## config.mk

```make
export PLATFORM = sky130hd
export DESIGN_NAME = e1_alarm_monitor_autogen
export DESIGN_NICKNAME = d
export VERILOG_FILES = /design/src/design/e1_alarm_pkg.sv /design/src/design/e1_alarm_monitor_autogen.sv
export VERILOG_INCLUDE_DIRS = /design/src /design/src/design
export SDC_FILE = /design/constraint.sdc
export NUM_CORES = 1
export LEC_CHECK = 0
export ABC_AREA = 1
export BUFFER_PORTS_ARGS = -buffer_cell sky130_fd_sc_hd__buf_4
export CORE_ASPECT_RATIO = 0.5
export CORE_MARGIN = 1.5
export CORE_UTILIZATION = 35
export CTS_CLUSTER_DIAMETER = 150
export DETAILED_ROUTE_END_ITERATION = 10
export PLACE_DENSITY = 0.58
export RECOVER_POWER = 25
export SLEW_MARGIN = 20
export SYNTH_ARGS = -nofsm -noshare
export SYNTH_HDL_FRONTEND = slang
export SYNTH_SLANG_ARGS = --single-unit
```

## constraint.sdc

```tcl
create_clock -name clock -period 2.3 [get_ports clock]
set_clock_uncertainty 0.2 [all_clocks]
set_input_delay 0.46 -clock clock [delete_from_list [all_inputs] [get_ports clock]]
set_output_delay 0.46 -clock clock [all_outputs]
set_load 0.03 [all_outputs]
```

## src/design/e1_alarm_params.svh

```systemverilog
// Constants of the E1 alarm monitor.
// Assumes inclusion by bare name from the design module.
`ifndef E1_ALARM_PARAMS_SVH
`define E1_ALARM_PARAMS_SVH

// Register indexes; byte address = 4 * index
`define IDX_RESYNC_EVENT_FLAGS      8'h12
`define IDX_SYNC_SEARCH_LIVE_STATUS 8'h30
`define IDX_RX_CONTROL_ONE          8'h33
`define IDX_RX_CONTROL_TWO          8'h34
`define IDX_TX_CONTROL_TWO          8'h36
`define IDX_ALARM_STATUS            8'h3F

// Reset values
`define RST_CTRL                    8'h00
`define RST_EVENTS                  3'h0
`define RST_SYNC_COUNT              6'h00

// resync_event_flags fields
`define POS_CAS_RESYNC              0
`define POS_FAS_RESYNC              1
`define POS_CRC_RESYNC              2
// sync_search_live_status fields
`define POS_CRC_SEARCH              0
`define POS_CAS_SEARCH              1
`define POS_FAS_SEARCH              2
// Control fields
`define POS_MANUAL_RESYNC           0
`define POS_RX_CRC_ENABLE           3
`define POS_CL_ALT                  0
`define POS_AUTO_RAI                0
`define POS_AUTO_AIS                1

// Line criteria counts
`define CL_ZEROS_SHORT              12'd255
`define CL_ZEROS_LONG               12'd2048
`define CL_ONES_MIN                 8'd32
`define CL_WINDOW_BITS              8'd255
`define AIS_WINDOW_BITS             10'd512
`define AIS_ZEROS_MAX               10'd2
`define FAS_ERR_RUN                 2'd3
`define CAS_ERR_RUN                 2'd2
`define RA_RUN                      2'd3
`define DMA_RUN                     2'd2
`define CRC_BLOCK_WINDOW            10'd1000
`define CRC_BLOCK_ERR_MIN           10'd915

// CRC4 MF sync timing
`define CRC_LATE_MS                 128
`define CRC_ABANDON_MS              400
`define CLK_KHZ                     200000

`endif

```

## src/design/e1_alarm_pkg.sv

```systemverilog
// Types shared by the E1 alarm monitor.
// Assumes the params header is on the include path.
package e1_alarm_pkg;
    typedef enum logic [1:0] {
        RESP_OKAY   = 2'b00,
        RESP_SLVERR = 2'b10
    } axi_resp_t;
endpackage

```

## src/design/e1_alarm_monitor_autogen.sv

```systemverilog
// E1 receive alarms, resync events and automatic AIS/RAI request.
// Assumes a frame synchronizer beside it giving bit and frame strobes,
// all synchronous to clock, and software on an AXI4-Lite master.
//
// Overview of operation
// [RULE1] Auto AIS on: force transmit AIS while sync lost, all-ones or carrier lost.
// [RULE2] Auto RAI on: send RAI on those, or CRC4 MF missing 128ms after FAS.
// [RULE3] Auto RAI on: constant RAI when CRC4 MF sync not found within 400ms.
// [RULE4] Host must never enable auto AIS and auto RAI together.
// [RULE5] CAS resync event, bit 0, on two consecutive bad CAS MF words.
// [RULE6] FAS resync event, bit 1, on three consecutive bad FAS words.
// [RULE7] CRC resync event, bit 2, on 915 of 1000 CRC4 codewords bad.
// [RULE8] Live bit 0 reads 1 while hunting CRC4 multiframe alignment.
// [RULE9] Live bit 1 reads 1 while hunting CAS multiframe alignment.
// [RULE10] Live bit 2 reads 1 while hunting FAS alignment.
// [RULE11] Sync counter counts 8ms CRC4 timeouts; clears on CRC4 sync or CRC4 off.
// [RULE12] Six-bit wrapping counter; bits 3..7 show counter bits 0,2,3,4,5.
// [RULE13] Search bits and counter are live read-only values, no write needed.
// [RULE14] Sync lost from power-up, on any resync criterion, and on manual resync.
// [RULE15] Carrier lost after 255/2048 zeros; cleared by 32 ones in 255 bits.
// [RULE16] Remote alarm set on three NAS bit3 ones, cleared on three zeros.
// [RULE17] All-ones set on fewer than three zeros in 512 bits, else cleared.
// [RULE18] Distant MF alarm when TS16 frame 0 bit 6 is 1 two multiframes running.
// [RULE19] Link id detected when two of three last Sa7 bits are zero.
// [RULE20] Alternate criteria bit: 0 selects 255 zeros, 1 selects 2048 zeros.
// [RULE21] CRC4 enable bit turns CRC4 on; clearing it clears the sync counter.
// [RULE22] Resync event bits stay latched until software reads the event register.
// [RULE23] Sync lost clears once alignment is regained at all enabled levels.
`timescale 1ns/1ps
`include "e1_alarm_params.svh"

module e1_alarm_monitor_autogen
    import e1_alarm_pkg::*;
#(
    parameter int unsigned CRC_LATE_CYCLES    = `CRC_LATE_MS * `CLK_KHZ,
    parameter int unsigned CRC_ABANDON_CYCLES = `CRC_ABANDON_MS * `CLK_KHZ
) (
    input  wire logic        clock,
    input  wire logic        rst_b,
    // AXI4-Lite slave
    input  wire logic [9:0]  s_axi_awaddr,
    input  wire logic        s_axi_awvalid,
    output logic             s_axi_awready,
    input  wire logic [31:0] s_axi_wdata,
    input  wire logic [3:0]  s_axi_wstrb,
    input  wire logic        s_axi_wvalid,
    output logic             s_axi_wready,
    output logic [1:0]       s_axi_bresp,
    output logic             s_axi_bvalid,
    input  wire logic        s_axi_bready,
    input  wire logic [9:0]  s_axi_araddr,
    input  wire logic        s_axi_arvalid,
    output logic             s_axi_arready,
    output logic [31:0]      s_axi_rdata,
    output logic [1:0]       s_axi_rresp,
    output logic             s_axi_rvalid,
    input  wire logic        s_axi_rready,
    // Receive line and synchronizer side
    input  wire logic        rx_bit_en,
    input  wire logic        rx_bit,
    input  wire logic        fas_word_en,
    input  wire logic        fas_word_err,
    input  wire logic        cas_mf_word_en,
    input  wire logic        cas_mf_word_err,
    input  wire logic        crc_block_en,
    input  wire logic        crc_block_err,
    input  wire logic        nas_bit3_en,
    input  wire logic        nas_bit3,
    input  wire logic        mf_ts16_bit6_en,
    input  wire logic        mf_ts16_bit6,
    input  wire logic        sa7_en,
    input  wire logic        sa7,
    input  wire logic        crc_search_timeout,
    input  wire logic        crc_mf_hunting,
    input  wire logic        cas_mf_hunting,
    input  wire logic        fas_hunting,
    input  wire logic        sync_all_levels,
    // Toward the synchronizer and transmitter
    output logic             manual_resync_pulse,
    output logic             rx_sync_lost,
    output logic             tx_force_ais,
    output logic             tx_force_rai
);

    // ************************************************************
    // Helpers
    // ************************************************************
    function automatic logic [1:0] run_count(input logic [1:0] cnt, input logic hit,
                                             input logic [1:0] top);
        if (!hit)
            run_count = 2'd0;
        else if (cnt >= top)
            run_count = top;
        else
            run_count = cnt + 2'd1;
    endfunction

    function automatic logic is_reg(input logic [9:0] addr, input logic [7:0] idx);
        is_reg = (addr[9:2] == idx);
    endfunction

    // ************************************************************
    // Register bus
    // ************************************************************
    logic [7:0]  rx_control_one_r;
    logic [7:0]  rx_control_two_r;
    logic [7:0]  tx_control_two_r;
    logic [9:0]  aw_addr_r;
    logic        aw_held_r;
    logic [31:0] w_data_r;
    logic        w_strb0_r;
    logic        w_held_r;
    logic        do_write;
    logic        aw_hit;
    logic        event_read;
    logic [2:0]  events_r;
    logic [5:0]  sync_count_r;
    logic [2:0]  hunting_r;
    logic        rx_carrier_lost, rx_remote_alarm, rx_unframed_allones;
    logic        rx_distant_mf_alarm, link_id_detected;
    logic [31:0] rd_nxt;
    logic        rd_ok;

    assign do_write = aw_held_r && w_held_r && !s_axi_bvalid;
    assign aw_hit   = is_reg(aw_addr_r, `IDX_RX_CONTROL_ONE)
                   || is_reg(aw_addr_r, `IDX_RX_CONTROL_TWO)
                   || is_reg(aw_addr_r, `IDX_TX_CONTROL_TWO);

    always_ff @(posedge clock) begin
        if (!rst_b) begin
            aw_held_r     <= 1'b0;
            aw_addr_r     <= 10'h000;
            s_axi_awready <= 1'b0;
        end else if (s_axi_awvalid && s_axi_awready) begin
            aw_held_r     <= 1'b1;
            aw_addr_r     <= s_axi_awaddr;
            s_axi_awready <= 1'b0;
        end else if (do_write) begin
            aw_held_r     <= 1'b0;
        end else begin
            s_axi_awready <= !aw_held_r && !s_axi_bvalid;
        end
    end

    always_ff @(posedge clock) begin
        if (!rst_b) begin
            w_held_r     <= 1'b0;
            w_data_r     <= 32'h0000_0000;
            w_strb0_r    <= 1'b0;
            s_axi_wready <= 1'b0;
        end else if (s_axi_wvalid && s_axi_wready) begin
            w_held_r     <= 1'b1;
            w_data_r     <= s_axi_wdata;
            w_strb0_r    <= s_axi_wstrb[0];
            s_axi_wready <= 1'b0;
        end else if (do_write) begin
            w_held_r     <= 1'b0;
        end else begin
            s_axi_wready <= !w_held_r && !s_axi_bvalid;
        end
    end

    always_ff @(posedge clock) begin
        if (!rst_b) begin
            s_axi_bvalid <= 1'b0;
            s_axi_bresp  <= RESP_OKAY;
        end else if (do_write) begin
            s_axi_bvalid <= 1'b1;
            s_axi_bresp  <= aw_hit ? RESP_OKAY : RESP_SLVERR;
        end else if (s_axi_bready) begin
            s_axi_bvalid <= 1'b0;
        end
    end

    // Manual resync is a write-one strobe; it reads as zero
    always_ff @(posedge clock) begin
        if (!rst_b) begin
            rx_control_one_r    <= `RST_CTRL;
            rx_control_two_r    <= `RST_CTRL;
            tx_control_two_r    <= `RST_CTRL;
            manual_resync_pulse <= 1'b0;
        end else begin
            manual_resync_pulse <= 1'b0;
            if (do_write && w_strb0_r) begin
                if (is_reg(aw_addr_r, `IDX_RX_CONTROL_ONE)) begin
                    rx_control_one_r <= w_data_r[7:0] & ~(8'h01 << `POS_MANUAL_RESYNC);
                    manual_resync_pulse <= w_data_r[`POS_MANUAL_RESYNC]; // RULE14
                end else if (is_reg(aw_addr_r, `IDX_RX_CONTROL_TWO)) begin
                    rx_control_two_r <= w_data_r[7:0];
                end else if (is_reg(aw_addr_r, `IDX_TX_CONTROL_TWO)) begin
                    tx_control_two_r <= w_data_r[7:0];
                end
            end
        end
    end

    // Live read data; the counter hides its bit 1
    always_comb begin
        rd_nxt = 32'h0000_0000;
        rd_ok  = 1'b1;
        if (is_reg(s_axi_araddr, `IDX_RESYNC_EVENT_FLAGS)) begin
            rd_nxt[2:0] = events_r;
        end else if (is_reg(s_axi_araddr, `IDX_SYNC_SEARCH_LIVE_STATUS)) begin
            rd_nxt[7:0] = {sync_count_r[5:2], sync_count_r[0], hunting_r}; // RULE12 RULE13
        end else if (is_reg(s_axi_araddr, `IDX_RX_CONTROL_ONE)) begin
            rd_nxt[7:0] = rx_control_one_r;
        end else if (is_reg(s_axi_araddr, `IDX_RX_CONTROL_TWO)) begin
            rd_nxt[7:0] = rx_control_two_r;
        end else if (is_reg(s_axi_araddr, `IDX_TX_CONTROL_TWO)) begin
            rd_nxt[7:0] = tx_control_two_r;
        end else if (is_reg(s_axi_araddr, `IDX_ALARM_STATUS)) begin
            rd_nxt[7:0] = {tx_force_rai, tx_force_ais, link_id_detected,
                           rx_distant_mf_alarm, rx_unframed_allones, rx_remote_alarm,
                           rx_carrier_lost, rx_sync_lost};
        end else begin
            rd_ok = 1'b0;
        end
    end

    assign event_read = s_axi_arvalid && s_axi_arready
                     && is_reg(s_axi_araddr, `IDX_RESYNC_EVENT_FLAGS);

    always_ff @(posedge clock) begin
        if (!rst_b) begin
            s_axi_arready <= 1'b0;
            s_axi_rvalid  <= 1'b0;
            s_axi_rdata   <= 32'h0000_0000;
            s_axi_rresp   <= RESP_OKAY;
        end else if (s_axi_arvalid && s_axi_arready) begin
            s_axi_arready <= 1'b0;
            s_axi_rvalid  <= 1'b1;
            s_axi_rdata   <= rd_nxt;
            s_axi_rresp   <= rd_ok ? RESP_OKAY : RESP_SLVERR;
        end else if (s_axi_rvalid) begin
            s_axi_rvalid  <= !s_axi_rready;
        end else begin
            s_axi_arready <= 1'b1;
        end
    end

    // ************************************************************
    // Resync criteria events
    // ************************************************************
    logic [1:0] fas_run_r, cas_run_r;
    logic [9:0] crc_blocks_r, crc_errs_r;
    logic [2:0] ev_set;

    always_ff @(posedge clock) begin
        if (!rst_b) begin
            fas_run_r <= 2'd0;
            cas_run_r <= 2'd0;
        end else begin
            if (fas_word_en)
                fas_run_r <= run_count(fas_run_r, fas_word_err, `FAS_ERR_RUN);
            if (cas_mf_word_en)
                cas_run_r <= run_count(cas_run_r, cas_mf_word_err, `CAS_ERR_RUN);
        end
    end

    // Fixed blocks of 1000 codewords rather than a sliding window
    always_ff @(posedge clock) begin
        if (!rst_b) begin
            crc_blocks_r <= 10'd0;
            crc_errs_r   <= 10'd0;
        end else if (crc_block_en) begin
            if (crc_blocks_r == `CRC_BLOCK_WINDOW - 10'd1) begin
                crc_blocks_r <= 10'd0;
                crc_errs_r   <= 10'd0;
            end else begin
                crc_blocks_r <= crc_blocks_r + 10'd1;
                crc_errs_r   <= crc_errs_r + {9'd0, crc_block_err};
            end
        end
    end

    always_comb begin
        ev_set = 3'b000;
        ev_set[`POS_CAS_RESYNC] = cas_mf_word_en && cas_mf_word_err
                               && (cas_run_r == `CAS_ERR_RUN - 2'd1); // RULE5
        ev_set[`POS_FAS_RESYNC] = fas_word_en && fas_word_err
                               && (fas_run_r == `FAS_ERR_RUN - 2'd1); // RULE6
        ev_set[`POS_CRC_RESYNC] = crc_block_en
                               && (crc_blocks_r == `CRC_BLOCK_WINDOW - 10'd1)
                               && (crc_errs_r + {9'd0, crc_block_err}
                                   >= `CRC_BLOCK_ERR_MIN); // RULE7
    end

    // A new event in the read cycle survives the clear
    always_ff @(posedge clock) begin
        if (!rst_b)
            events_r <= `RST_EVENTS;
        else
            events_r <= (event_read ? 3'b000 : events_r) | ev_set; // RULE22
    end

    // ************************************************************
    // Loss of sync and live synchronizer status
    // ************************************************************
    always_ff @(posedge clock) begin
        if (!rst_b)
            rx_sync_lost <= 1'b1; // RULE14
        else if (|ev_set || manual_resync_pulse)
            rx_sync_lost <= 1'b1; // RULE14
        else if (sync_all_levels)
            rx_sync_lost <= 1'b0; // RULE23
    end

    always_ff @(posedge clock) begin
        if (!rst_b)
            hunting_r <= 3'b000;
        else begin
            hunting_r[`POS_CRC_SEARCH] <= crc_mf_hunting; // RULE8
            hunting_r[`POS_CAS_SEARCH] <= cas_mf_hunting; // RULE9
            hunting_r[`POS_FAS_SEARCH] <= fas_hunting; // RULE10
        end
    end

    always_ff @(posedge clock) begin
        if (!rst_b)
            sync_count_r <= `RST_SYNC_COUNT;
        else if (!rx_control_one_r[`POS_RX_CRC_ENABLE] || !crc_mf_hunting)
            sync_count_r <= `RST_SYNC_COUNT; // RULE11 RULE21
        else if (crc_search_timeout)
            sync_count_r <= sync_count_r + 6'd1; // RULE11 RULE12
    end

    // ************************************************************
    // Line alarms
    // ************************************************************
    logic [11:0] zero_run_r;
    logic [11:0] zero_limit;
    logic [7:0]  cl_pos_r, cl_ones_r;
    logic [9:0]  ais_pos_r, ais_zeros_r;
    logic [1:0]  ra_one_r, ra_zero_r, dma_run_r;
    logic [2:0]  sa7_hist_r;

    assign zero_limit = rx_control_two_r[`POS_CL_ALT] ? `CL_ZEROS_LONG
                                                      : `CL_ZEROS_SHORT; // RULE20

    always_ff @(posedge clock) begin
        if (!rst_b) begin
            zero_run_r      <= 12'd0;
            cl_pos_r        <= 8'd0;
            cl_ones_r       <= 8'd0;
            rx_carrier_lost <= 1'b0;
        end else if (rx_bit_en) begin
            zero_run_r <= rx_bit ? 12'd0
                        : (zero_run_r == zero_limit ? zero_run_r : zero_run_r + 12'd1);
            if (!rx_bit && zero_run_r == zero_limit - 12'd1)
                rx_carrier_lost <= 1'b1; // RULE15
            else if (cl_pos_r == `CL_WINDOW_BITS - 8'd1
                     && cl_ones_r + {7'd0, rx_bit} >= `CL_ONES_MIN)
                rx_carrier_lost <= 1'b0; // RULE15
            if (cl_pos_r == `CL_WINDOW_BITS - 8'd1) begin
                cl_pos_r  <= 8'd0;
                cl_ones_r <= 8'd0;
            end else begin
                cl_pos_r  <= cl_pos_r + 8'd1;
                cl_ones_r <= cl_ones_r + {7'd0, rx_bit};
            end
        end
    end

    // Two-frame windows are counted on bit strobes, not aligned to frames
    always_ff @(posedge clock) begin
        if (!rst_b) begin
            ais_pos_r           <= 10'd0;
            ais_zeros_r         <= 10'd0;
            rx_unframed_allones <= 1'b0;
        end else if (rx_bit_en) begin
            if (ais_pos_r == `AIS_WINDOW_BITS - 10'd1) begin
                rx_unframed_allones <= (ais_zeros_r + {9'd0, !rx_bit})
                                       <= `AIS_ZEROS_MAX; // RULE17
                ais_pos_r   <= 10'd0;
                ais_zeros_r <= 10'd0;
            end else begin
                ais_pos_r   <= ais_pos_r + 10'd1;
                ais_zeros_r <= ais_zeros_r + {9'd0, !rx_bit};
            end
        end
    end

    always_ff @(posedge clock) begin
        if (!rst_b) begin
            ra_one_r        <= 2'd0;
            ra_zero_r       <= 2'd0;
            rx_remote_alarm <= 1'b0;
        end else if (nas_bit3_en) begin
            ra_one_r  <= run_count(ra_one_r, nas_bit3, `RA_RUN);
            ra_zero_r <= run_count(ra_zero_r, !nas_bit3, `RA_RUN);
            if (nas_bit3 && ra_one_r == `RA_RUN - 2'd1)
                rx_remote_alarm <= 1'b1; // RULE16
            else if (!nas_bit3 && ra_zero_r == `RA_RUN - 2'd1)
                rx_remote_alarm <= 1'b0; // RULE16
        end
    end

    // The distant alarm drops on the first multiframe with the bit clear
    always_ff @(posedge clock) begin
        if (!rst_b) begin
            dma_run_r           <= 2'd0;
            rx_distant_mf_alarm <= 1'b0;
        end else if (mf_ts16_bit6_en) begin
            dma_run_r           <= run_count(dma_run_r, mf_ts16_bit6, `DMA_RUN);
            rx_distant_mf_alarm <= mf_ts16_bit6
                                && (dma_run_r >= `DMA_RUN - 2'd1); // RULE18
        end
    end

    always_ff @(posedge clock) begin
        if (!rst_b) begin
            sa7_hist_r       <= 3'b111;
            link_id_detected <= 1'b0;
        end else if (sa7_en) begin
            sa7_hist_r       <= {sa7_hist_r[1:0], sa7};
            link_id_detected <= ({1'b0, !sa7_hist_r[1]} + {1'b0, !sa7_hist_r[0]}
                                 + {1'b0, !sa7}) >= 2'd2; // RULE19
        end
    end

    // ************************************************************
    // Automatic transmit alarms
    // ************************************************************
    logic [31:0] crc_wait_r;
    logic        crc_wait_on;

    // Time since FAS sync with CRC4 MF missing
    assign crc_wait_on = rx_control_one_r[`POS_RX_CRC_ENABLE] && !fas_hunting
                      && crc_mf_hunting;

    always_ff @(posedge clock) begin
        if (!rst_b)
            crc_wait_r <= 32'd0;
        else if (!crc_wait_on)
            crc_wait_r <= 32'd0;
        else if (crc_wait_r != CRC_ABANDON_CYCLES)
            crc_wait_r <= crc_wait_r + 32'd1;
    end

    // Both enables at once is a host fault; each output follows its own enable
    always_ff @(posedge clock) begin
        if (!rst_b) begin
            tx_force_ais <= 1'b0;
            tx_force_rai <= 1'b0;
        end else begin
            tx_force_ais <= tx_control_two_r[`POS_AUTO_AIS]
                         && (rx_sync_lost || rx_unframed_allones
                             || rx_carrier_lost); // RULE1 RULE4
            tx_force_rai <= tx_control_two_r[`POS_AUTO_RAI]
                         && (rx_sync_lost || rx_unframed_allones || rx_carrier_lost
                             || crc_wait_r >= CRC_LATE_CYCLES // RULE2
                             || crc_wait_r >= CRC_ABANDON_CYCLES); // RULE3
        end
    end

endmodule

```

# After elaboration in Yosys (flattened, before gate mapping)
# Cells that the tools add are included.
word_totals:
  regBits: 194
  input_bits: 82
  output_inout_bits: 45
classes:
  n_addsub: 17
  order_cmp: 12
  eq_ne: 20
  mux: 46
  bitwise_logic: 4
  n_reduce_logical: 64
op_table:
  columns: ["operator", "count"]
  rows:
  - ["8-bit by 6-bit == test with 1-bit output (second input constant)", 8]
  - ["8-bit 2-to-1 mux", 7]
  - ["10-bit 2-to-1 mux", 4]
  - ["12-bit 2-to-1 mux", 3]
  - ["32-bit by 1-bit adder with 32-bit output (second input constant)", 1]
  - ["32-bit by 25-bit >= comparator with 1-bit output (second input constant)", 1]
  - ["32-bit by 27-bit >= comparator with 1-bit output (second input constant)", 1]
  - ["32-bit by 27-bit inequality test with 1-bit output (second input constant)", 1]
  - ["12-bit == test", 2]
  - ["1-bit logical AND", 24]
  - ["2-bit 2-to-1 mux", 12]
  - ["10-bit by 1-bit adder with 10-bit output", 2]
  - ["10-bit by 1-bit adder with 10-bit output (second input constant)", 2]
  - ["1-bit 2-to-1 mux", 17]
  - ["12-bit by 1-bit adder with 12-bit output (second input constant)", 1]
  - ["2-bit >= comparator (second input constant)", 6]
  - ["1-bit logical NOT", 12]
  - ["2-bit AND reduction", 6]
  - ["12-bit by 1-bit subtractor with 12-bit output (second input constant)", 1]
  - ["2-bit by 1-bit adder with 2-bit output (second input constant)", 5]
  - ["10-bit == test (second input constant)", 1]
  - ["10-bit by 9-bit == test with 1-bit output (second input constant)", 1]
  - ["10-bit >= comparator (second input constant)", 1]
  - ["10-bit by 2-bit less-or-equal comparator with 1-bit output (second input constant)", 1]
  - ["other kinds (22)", 43]

# Logic depth before layout (Yosys ltp)
# Gate-level depths: netlist of run 1.
logic_depth:
  ltp_word: 8
  mapped_depth: 12
  mapped_depth_nobuf: 12

# Least setup slack after synthesis of run 1
# No wires, ideal clock.
synth_path:
  path_kind: "input-to-reg"
  start: "input port rx_bit"
  end: "register rx_unframed_allones"
  t_arrival_ns: 1.649
  required_time_ns: 2.041
  path_slack_ns: 0.393
  path_stages: 11
  n_path_buf: 0
  cell_sequence: "inv_1 > ha_1 > ha_1 > or2_2 > nand2_1 > nand2_1 > nor2_1 > nand3_1 > nor2_1 > nand4_1 > nand2_1"
synth_between:
  elab_chain_cells: 3
synth_rtl:
  columns: ["element", "line_no", "source"]
  rows:
  - ["from (decl)", "e1_alarm_monitor_autogen.sv:60", "input wire logic rx_bit,"]
  - ["1-bit logical NOT", "e1_alarm_monitor_autogen.sv:372", "rx_unframed_allones <= (ais_zeros_r + {9'd0, !rx_bit})"]
  - ["10-bit by 1-bit adder with 10-bit output", "e1_alarm_monitor_autogen.sv:372", null]
  - ["10-bit by 2-bit less-or-equal comparator with 1-bit output (no line)", null, null]
  - ["to (signal assigned)", "e1_alarm_monitor_autogen.sv:372", null]
  - ["to (decl)", "e1_alarm_monitor_autogen.sv:119", "logic rx_carrier_lost, rx_remote_alarm, rx_unframed_allones;"]
# No other way between the ends.
# A chain may end at the register's enable or synchronous reset.

# Worst setup path after layout of run 1
layout_path:
  start: "register crc_wait_r[1]"
  end: "register crc_wait_r[26]"
layout_between:
  elab_chain_cells: 1
  elab_cells_between_ends: 2
layout_rtl:
  columns: ["element", "line_no", "source"]
  rows:
  - ["from (decl)", "e1_alarm_monitor_autogen.sv:424", "logic [31:0] crc_wait_r;"]
  - ["from (signal assigned)", "e1_alarm_monitor_autogen.sv:437", "crc_wait_r <= crc_wait_r + 32'd1;"]
  - ["32-bit by 1-bit adder with 32-bit output / 32-bit by 27-bit inequality test with 1-bit output (equally long branches)", "e1_alarm_monitor_autogen.sv:437, e1_alarm_monitor_autogen.sv:436", null]
# Parallel ways exist; a longest one is shown, timed or not.

==> results.json, run 1 <==
{
  "status": "finished clean",
  "intPower_mw": 5.21,
  "instances_no_fill": 1863,
  "synth.avg_cell_area_um2": 6.71,
  "grt_pass1_vias": 8044,
  "grt_pass1_wl_um": 38300,
  "antenna_cells": 0,
  "crit_fanout": 6,
  "insertion_delay_ns": 0.45,
  "overflow": 0,
  "die_h_um": 120,
  "nets": 1596,
  "fin_crit_sh": 0.891,
  "dp_hpwl_um": 17200,
  "p_per_area_nw_per_um2": 627,
  "cts_hold_buffers": 1,
  "p_switching_mw": 1.67,
  "worst_ep_arrival_time_ns": 2.19,
  "io_pins": 127,
  "fillers": 2773,
  "dr.pass1.iters": 5,
  "critPathTopFamily": "simple AND/OR/NAND/NOR gates",
  "slowest_delay_ns": 0.37,
  "die_w_um": 237,
  "rows": 42,
  "required_ns": 2.44,
  "gp_congestion": 0.873,
  "path_cells": "ha_1 -> nand3_1 -> nor3_4 -> nand2_2 -> nor2_4 -> nand3_1 -> o21ai_1 -> nor2_1",
  "layout_min_cycle_time_ns": 2.05,
  "wl_per_cell_um": 12.3,
  "maxCapViolCount": 0,
  "cts_setup_buffers": 0,
  "fin_util": 0.412,
  "wl_um": 22800,
  "vdd_drop_max_uv": 372,
  "hp-class": "in -> reg",
  "fin_tns_setup_ns": 0,
  "pwr-share-seq": 0.493,
  "grt_max_degree": 47,
  "async_flop_share": 0,
  "synthesis.instances": 1423,
  "area_delta_synth_final_pct": 15.0,
  "drcViolationCount": 0,
  "place_inst": 1830,
  "vias": 8864,
  "core_area_um2": 26600,
  "setup_ws_ns": 0.251,
  "post_cts_resized": 0,
  "initial_core_util": 0.358,
  "antenna_found_initial": 0,
  "yosys_warnings": 0,
  "slew_headroom": 0.363,
  "slew_viol_final": 0,
  "grt_use_total": 0.166,
  "hold_viol_final": 0,
  "clkPwrFrac": 0.439,
  "cpMostUsedCell": "nand3_1",
  "netSwitchingFraction": 0.243,
  "cts_tree": "yes",
  "clock.fmax_mhz": 488,
  "rsz0062_at_grt": "no",
  "finalSetupViolations": 0,
  "cts_sinks": 189,
  "synth.most_common_cell": "nand2_1",
  "yosysSeqAreaShare": 0.396,
  "cts-root-buf": "clkbuf_16",
  "die-area_um2": 28300,
  "io_buffers": 69,
  "endpoint_kind": "flop",
  "cts-buffers-inserted": 17,
  "ys_seq_elements": 189,
  "slowest_stage": "dfxtp_1",
  "ys_top_cells_by_area": "dfxtp_1, nand2_1, nor2_1",
  "drt_iter0_drc": 542,
  "yosysUniqueCellTypes": 53,
  "path_class": "reg -> reg",
  "drtAntennaViolNets": 0,
  "rrSetupSlack_ns": 0.25,
  "cp-start-kind": "flop",
  "clk_pin_slew_worst_paths_ns": 0.07,
  "via_per_inst": 4.76,
  "syn_area_um2": 9550,
  "tightest_slew_ns": 0.956,
  "yosys.area.top_type": "dfxtp_1",
  "drive_gt1_frac": 0.0960,
  "cts.path.max_buffers": 2,
  "cts_max_level": 4,
  "p_comb_frac": 0.069,
  "crit_buf_inv": 0,
  "synth_top_area_frac": 0.396,
  "dp_slack_ns": 0.155,
  "leakage_nw": 4.26,
  "synth_edf_count": 0,
  "netlist_top_cells_count": "nand2_1, nor2_1, dfxtp_1, inv_1, a21oi_1",
  "synth_flop_cell": "dfxtp_1"
}
-- power by group through the flow --
stage	registers (mW)	clock network (mW)	logic, mW
2_1_floorplan	3.47	0	0.324
4_1_cts	3.39	3.11	0.482
3_5_place_dp	3.47	0	0.478
6_report	3.39	3.02	0.473
3_3_place_gp	3.47	0	0.467
5_1_grt	3.40	3.26	0.528
-- final cells by class --
| class | count | area (µm²) | area share |
|---|---|---|---|
| well taps | 352 | 440 | 0.0401 |
| clock buffers | 22 | 474 | 0.0432 |
| inverters | 166 | 623 | 0.0568 |
| flip-flops and latches | 189 | 3780 | 0.345 |
| multi-input cells | 1038 | 4910 | 0.447 |
| repair buffers | 86 | 622 | 0.0566 |
| clock inverters | 10 | 130 | 0.0119 |
-- routing by layer --
metal	vias up	track usage	share of wire
met5	-	0	0
met4	0	0.0421	0.0099
met3	17	0.0382	0.031
met2	118	0.278	0.47
met1	4057	0.215	0.49
li1	4672	-	-
-- path summary, 6_finish.rpt --
check	startpoint	to	cells past startpoint
worst min-delay path	fas_word_en	fas_run_r[1]$_SDFFE_PN0P_	2
worst max-delay path	crc_wait_r[1]$_SDFFE_PN0N_	crc_wait_r[26]$_SDFFE_PN0N_	8
worst max register to register	crc_wait_r[1]$_SDFFE_PN0N_	crc_wait_r[26]$_SDFFE_PN0N_	8
worst min register to register	s_axi_rdata[0]$_SDFFE_PN0P_	s_axi_rdata[0]$_SDFFE_PN0P_	2
-- sequential cells by signal (all words and copies together), names as in the netlist, 10 cells and up --
| name | count |
|---|---|
| crc_wait_r | 32 |
| zero_run_r | 12 |
| ais_pos_r | 10 |
| ais_zeros_r | 10 |
| crc_blocks_r | 10 |
| crc_errs_r | 10 |
-- stage by stage --
step / power [mW] / hold WS [ns] / cell area (µm²)
after floorplan: 3.80 / 0.223 / 9640
after global placement: 3.93 / 0.240 / 10400
after detailed placement: 3.95 / 0.250 / 10400
after CTS: 6.98 / 0.0139 / 11000
after global routing: 7.19 / 0.0168 / 11000
final: 6.89 / 0.0333 / 11000
-- placed cells by master (no fill, tap or decap), types with 5 or more instances in the layout --
cell type,synthesis,final
xnor2_1,6,6
clkbuf_16,0,17
conb_1,1,26
nor2_1,235,235
nand3_1,84,84
ha_1,16,16
inv_1,159,159
clkbuf_1,17,7
buf_4,27,77
a21oi_1,110,110
nor3_1,36,36
dfxtp_1,189,189
o22ai_1,5,5
o21ai_1,12,12
a21oi_2,6,6
o21ai_0,60,60
nand2_1,341,341
nand4_1,25,25
xor2_1,17,17
-- kinds of logic (layout without fill, tap and decap cells) --
| family | count (synthesis) | count (layout) | synth area share |
|---|---|---|---|
| AO/OA/AOI/OAI | 218 | 218 | 0.126 |
| XOR/XNOR | 23 | 23 | 0.0211 |
| adder cells (fa/ha/maj) | 16 | 16 | 0.0210 |
| buffers and inverters | 221 | 284 | 0.100 |
| flip-flops | 189 | 189 | 0.396 |
| other | 1 | 26 | 0.000393 |
| AND/OR/NAND/NOR | 755 | 755 | 0.335 |
Power figures use the tool's default switching activity.
==> run 2, diff against run 1 <==
- CORE_ASPECT_RATIO: 0.5 -> 0.8
==> run 2 against run 1 <==
  * Critical path type unchanged
  * Cell count grew 0.27%
  * Setup slack worse by 0.019 ns
  * Design area fell by 0.16%
  * Maximum frequency fell by 0.94%
  * Critical endpoint is now rx_control_two_r[0]$_SDFFE_PN0P_
  * Flip-flop and latch count stayed put
  * Hold slack got worse by 0.015 ns
  * Power shrank 0.68%
  * Global-route usage rose by 0.30 points
  * Sequential share of layout area increased by 0.055 points
  * First-iteration DRC count increased by 20%
  * Via count decreased by 1.1%
  * Clock-buffer cell count down 5
==> results.json, run 2 (synthesized netlist as in run 1, its figures left out) <==
{
  "slowest_delay_ns": 0.46,
  "leakage_nw": 4.25,
  "grt_pass1_vias": 7789,
  "fin_tns_setup_ns": 0,
  "rrSetupSlack_ns": 0.23,
  "cts_setup_buffers": 0,
  "pwr-share-seq": 0.496,
  "status": "finished clean",
  "cp.depth": 9,
  "grt_use_total": 0.169,
  "vias": 8766,
  "cts-buffers-inserted": 17,
  "layout_common_cells": "nand2_1, nor2_1, dfxtp_1",
  "drive_gt1_frac": 0.0986,
  "die-area_um2": 28300,
  "seqCellArea_um2": 3780,
  "cts_tree": "yes",
  "antenna_found_initial": 0,
  "hold_viol_final": 0,
  "hold_path_depth": 3,
  "path_cells": "inv_2 -> nor3_1 -> inv_2 -> nor2_4 -> inv_2 -> nor2_4 -> inv_2 -> o21ai_1 -> nor2_1",
  "slew_headroom": 0.263,
  "cpMostUsedCell": "inv_2",
  "cts_hold_buffers": 0,
  "clkPwrFrac": 0.435,
  "post_cts_resized": 0,
  "slowest_stage": "nor3_1",
  "cts-root-buf": "clkbuf_16",
  "dp_slack_ns": 0.149,
  "largest_reg_flops": 32,
  "intPower_mw": 5.03,
  "regMostFlops": "crc_wait_r",
  "crit_path_start": "w_held_r$_SDFFE_PN0P_",
  "via_per_inst": 4.69,
  "cts.path.max_buffers": 2,
  "fin_util": 0.413,
  "dp_hpwl_um": 17500,
  "post-route-cell-area_um2": 11000,
  "drcViolationCount": 0,
  "die_h_um": 151,
  "grt_max_degree": 42,
  "io_pins": 127,
  "netSwitchingFraction": 0.264,
  "holdWs_ns": 0.0184,
  "required_ns": 2.44,
  "placed_cell_area_um2": 10400,
  "vdd_drop_max_uv": 536,
  "cts_max_level": 4,
  "finalSetupViolations": 0,
  "initial_core_util": 0.360,
  "clk_pin_slew_worst_paths_ns": 0.08,
  "fillers": 2871,
  "top_regs": "crc_wait_r (32), zero_run_r (12)",
  "antenna_cells": 0,
  "p_switching_mw": 1.81,
  "cp-start-kind": "flop",
  "multi_input_area_um2": 4890,
  "grt_pass1_wl_um": 38300,
  "setup.worst_path.end": "rx_control_two_r[0]$_SDFFE_PN0P_",
  "core_area_um2": 26500,
  "r2r_start": "w_held_r$_SDFFE_PN0P_",
  "crit_fanout": 9,
  "overflow": 0,
  "cts_sinks": 189,
  "tightest_slew_ns": 1.11,
  "p_comb_frac": 0.069,
  "slew_viol_final": 0,
  "rsz0062_at_grt": "no",
  "dr.pass1.iters": 5,
  "instances_no_fill": 1868,
  "wl_per_cell_um": 12.7,
  "critPathTopFamily": "simple AND/OR/NAND/NOR gates",
  "drtAntennaViolNets": 0,
  "hp-class": "in -> reg",
  "io_buffers": 69,
  "path_class": "reg -> reg",
  "maxCapViolCount": 0,
  "clock.fmax_mhz": 483,
  "power_mw": 6.84,
  "setup_ws_ns": 0.231,
  "layout_min_cycle_time_ns": 2.07,
  "fin_crit_sh": 0.899,
  "die_w_um": 188,
  "p_per_area_nw_per_um2": 624,
  "reg2reg_depth": 9,
  "worst_ep_arrival_time_ns": 2.21,
  "area_delta_synth_final_pct": 14.8,
  "nets": 1596,
  "final_common_cell": "nand2_1",
  "place_inst": 1836,
  "insertion_delay_ns": 0.45,
  "rows": 53,
  "worstReg2RegEnd": "rx_control_two_r[0]$_SDFFE_PN0P_",
  "gp_congestion": 0.854,
  "crit_buf_inv": 4,
  "drt_iter0_drc": 648,
  "wl_um": 23600,
  "endpoint_kind": "flop"
}
==> run 2: final cells by class <==
type                            instances  area share
Clock buffer                           17      0.0388
Multi-Input combinational cell       1038       0.447
Sequential cell                       189       0.345
Timing Repair Buffer                   86      0.0574
Tap cell                              357      0.0407
Clock inverter                         15      0.0145
Inverter                              166      0.0568
==> run 2: per-layer routing <==
layer / up-vias / part of all wire / global-route usage
met3: 28 / 0.039 / 0.0317
met4: 0 / 0.017 / 0.0544
met5: - / 0 / 0
met2: 169 / 0.42 / 0.254
li1: 4675 / - / -
met1: 3894 / 0.53 / 0.242
==> run 2: how the worst min path moves through the flow <==
stage,slack (ns),from,end
4_1_cts,0.008,cas_mf_hunting,hunting_r[1]$_SDFF_PN0_
6_report,0.02,cas_mf_hunting,hunting_r[1]$_SDFF_PN0_
3_3_place_gp,0.24,ais_pos_r[8]$_SDFFE_PN0P_,ais_pos_r[8]$_SDFFE_PN0P_
3_5_place_dp,0.24,ais_pos_r[8]$_SDFFE_PN0P_,ais_pos_r[8]$_SDFFE_PN0P_
5_1_grt,0.03,cas_mf_hunting,hunting_r[1]$_SDFF_PN0_
2_1_floorplan,0.22,ais_pos_r[8]$_SDFFE_PN0P_,ais_pos_r[8]$_SDFFE_PN0P_
==> run 2: tightest hold or removal path, stage by stage <==
cell,delay (ns)
buf_4,0.08
nand2_1,0.05
inv_1,0.04
==> run 2: power by group through the flow <==
| stage | logic (mW) | registers (mW) | clock network [mW] |
|---|---|---|---|
| floorplan | 0.324 | 3.47 | 0 |
| global placement | 0.478 | 3.47 | 0 |
| detailed placement | 0.482 | 3.47 | 0 |
| CTS | 0.484 | 3.39 | 3.05 |
| global route | 0.528 | 3.40 | 3.19 |
| finish | 0.474 | 3.39 | 2.97 |
==> run 3, diff against run 2 <==
- CELL_PAD_IN_SITES_DETAIL_PLACEMENT: unset -> 1
- CELL_PAD_IN_SITES_GLOBAL_PLACEMENT: unset -> 2
- CORE_UTILIZATION: 35 -> 32
- PLACE_DENSITY: 0.58 -> unset
- PLACE_DENSITY_LB_ADDON: unset -> 0.12
==> run 3 against run 2 <==
  * Cell count grew 1.6%
  * Largest cell class unchanged
  * Utilization shrank 3.7 points
  * Flip-flop and latch count is the same
  * Highest routed layer is now met5
  * Non-clock buffer count grew 9
  * Design area grew 0.88%
  * Critical path type unchanged
==> results.json, run 3 (synthesized netlist as in run 1, its figures left out) <==
{
  "rsz0062_at_grt": "no",
  "io_pins": 127,
  "cts_setup_buffers": 0,
  "setup_ws_ns": 0.286,
  "layout_min_cycle_time_ns": 2.01,
  "wl_per_cell_um": 14.8,
  "crit_path_start": "crc_wait_r[1]$_SDFFE_PN0N_",
  "cts-buffers-inserted": 17,
  "grt_pass1_wl_um": 46100,
  "fin_crit_sh": 0.875,
  "reg2reg_depth": 8,
  "die-area_um2": 30900,
  "nets": 1605,
  "tightest_slew_ns": 0.853,
  "die_w_um": 196,
  "rows": 56,
  "insertion_delay_ns": 0.45,
  "clk_pin_slew_worst_paths_ns": 0.08,
  "vdd_drop_max_uv": 460,
  "endpoint_kind": "flop",
  "vias": 9038,
  "power_mw": 6.86,
  "cts-root-buf": "clkbuf_16",
  "dp_hpwl_um": 21600,
  "finalSetupViolations": 0,
  "slowest_stage": "dfxtp_1",
  "crit_fanout": 5,
  "hp-class": "in -> reg",
  "path_cells": "ha_1 -> nand3_1 -> nor3_4 -> nand2_2 -> nor2_4 -> nand3_1 -> o21ai_1 -> nor2_1",
  "dr.pass1.iters": 5,
  "drive_gt1_frac": 0.101,
  "fin_tns_setup_ns": 0,
  "r2r_start": "crc_wait_r[1]$_SDFFE_PN0N_",
  "maxCapViolCount": 0,
  "grt_pass1_vias": 8830,
  "cts_max_level": 4,
  "drtAntennaViolNets": 0,
  "drt_iter0_drc": 371,
  "drcViolationCount": 0,
  "rrSetupSlack_ns": 0.29,
  "path_class": "reg -> reg",
  "status": "finished clean",
  "slew_viol_final": 0,
  "via_per_inst": 4.76,
  "overflow": 0,
  "io_buffers": 69,
  "slew_headroom": 0.431,
  "initial_core_util": 0.325,
  "post_cts_resized": 0,
  "dp_slack_ns": 0.0545,
  "gp_congestion": 0.783,
  "grt_max_degree": 35,
  "largest_reg_flops": 32,
  "worst_ep_arrival_time_ns": 2.15,
  "cts.path.max_buffers": 2,
  "hold_viol_final": 0,
  "grt_use_total": 0.187,
  "regMostFlops": "crc_wait_r",
  "slowest_delay_ns": 0.38,
  "layout_common_cells": "nand2_1, nor2_1, dfxtp_1",
  "antenna_found_initial": 1,
  "cts_sinks": 189,
  "cts_hold_buffers": 1,
  "p_per_area_nw_per_um2": 621,
  "leakage_nw": 4.28,
  "cp-start-kind": "flop",
  "die_h_um": 158,
  "wl_um": 28200,
  "cts_tree": "yes",
  "antenna_cells": 0,
  "top_regs": "crc_wait_r (32), zero_run_r (12)",
  "required_ns": 2.44,
  "core_area_um2": 29400,
  "final_common_cell": "nand2_1",
  "area_delta_synth_final_pct": 15.8,
  "clock.fmax_mhz": 497,
  "setup.worst_path.end": "crc_wait_r[26]$_SDFFE_PN0N_",
  "worstReg2RegEnd": "crc_wait_r[26]$_SDFFE_PN0N_",
  "cpMostUsedCell": "nand3_1"
}
run 3: worst min path at each step:
stage | depth (start not counted) | to | from
after floorplan | 1 | ais_pos_r[8]$_SDFFE_PN0P_ | ais_pos_r[8]$_SDFFE_PN0P_
after global placement | 1 | ais_pos_r[8]$_SDFFE_PN0P_ | ais_pos_r[8]$_SDFFE_PN0P_
after detailed placement | 2 | s_axi_rdata[3]$_SDFFE_PN0P_ | s_axi_rdata[3]$_SDFFE_PN0P_
after CTS | 2 | fas_run_r[1]$_SDFFE_PN0P_ | fas_word_en
after global routing | 2 | fas_run_r[1]$_SDFFE_PN0P_ | fas_word_en
final | 2 | fas_run_r[1]$_SDFFE_PN0P_ | fas_word_en
run 3: per-layer routing:
| metal | GRT usage | wire length [µm] |
|---|---|---|
| met1 | 0.278 | 15400 |
| met2 | 0.284 | 11600 |
| met3 | 0.0319 | 922 |
| met4 | 0.0341 | 199 |
| met5 | 0 | 13 |
run 3: cell type report:
type,count,area [µm²]
clock inverters,15,151
well taps,377,472
inverters,166,623
flip-flops and latches,189,3780
repair buffers,95,697
multi-input cells,1038,4910
fillers,3782,18300
clock buffers,17,425
run 3: worst max-delay path: cells and delay by family (launching register included):
kind,cells,cell delay [ns]
DFF,1,0.38
AOI/OAI and AO/OA,1,0.15
adders and majority gates,1,0.21
and+or+nand+nor,6,0.96
run 3: stage by stage:
stage	utilization	instance area [µm²]	hold slack (ns)	std cells
after floorplan	-	9640	0.223	1448
after global placement	0.358	10500	0.243	1864
after detailed placement	0.358	10500	0.249	1864
after CTS	0.378	11100	0.00218	1897
after global routing	0.377	11100	0.00861	1897
final	0.377	11100	0.0252	1897
run 3: power by group:
part | internal [mW] | switching [mW] | leakage, nW | total (mW)
Sequential | 3.34 | 0.0584 | 1.53 | 3.40
Clock | 1.45 | 1.52 | 0.276 | 2.97
Combinational | 0.167 | 0.329 | 2.47 | 0.496
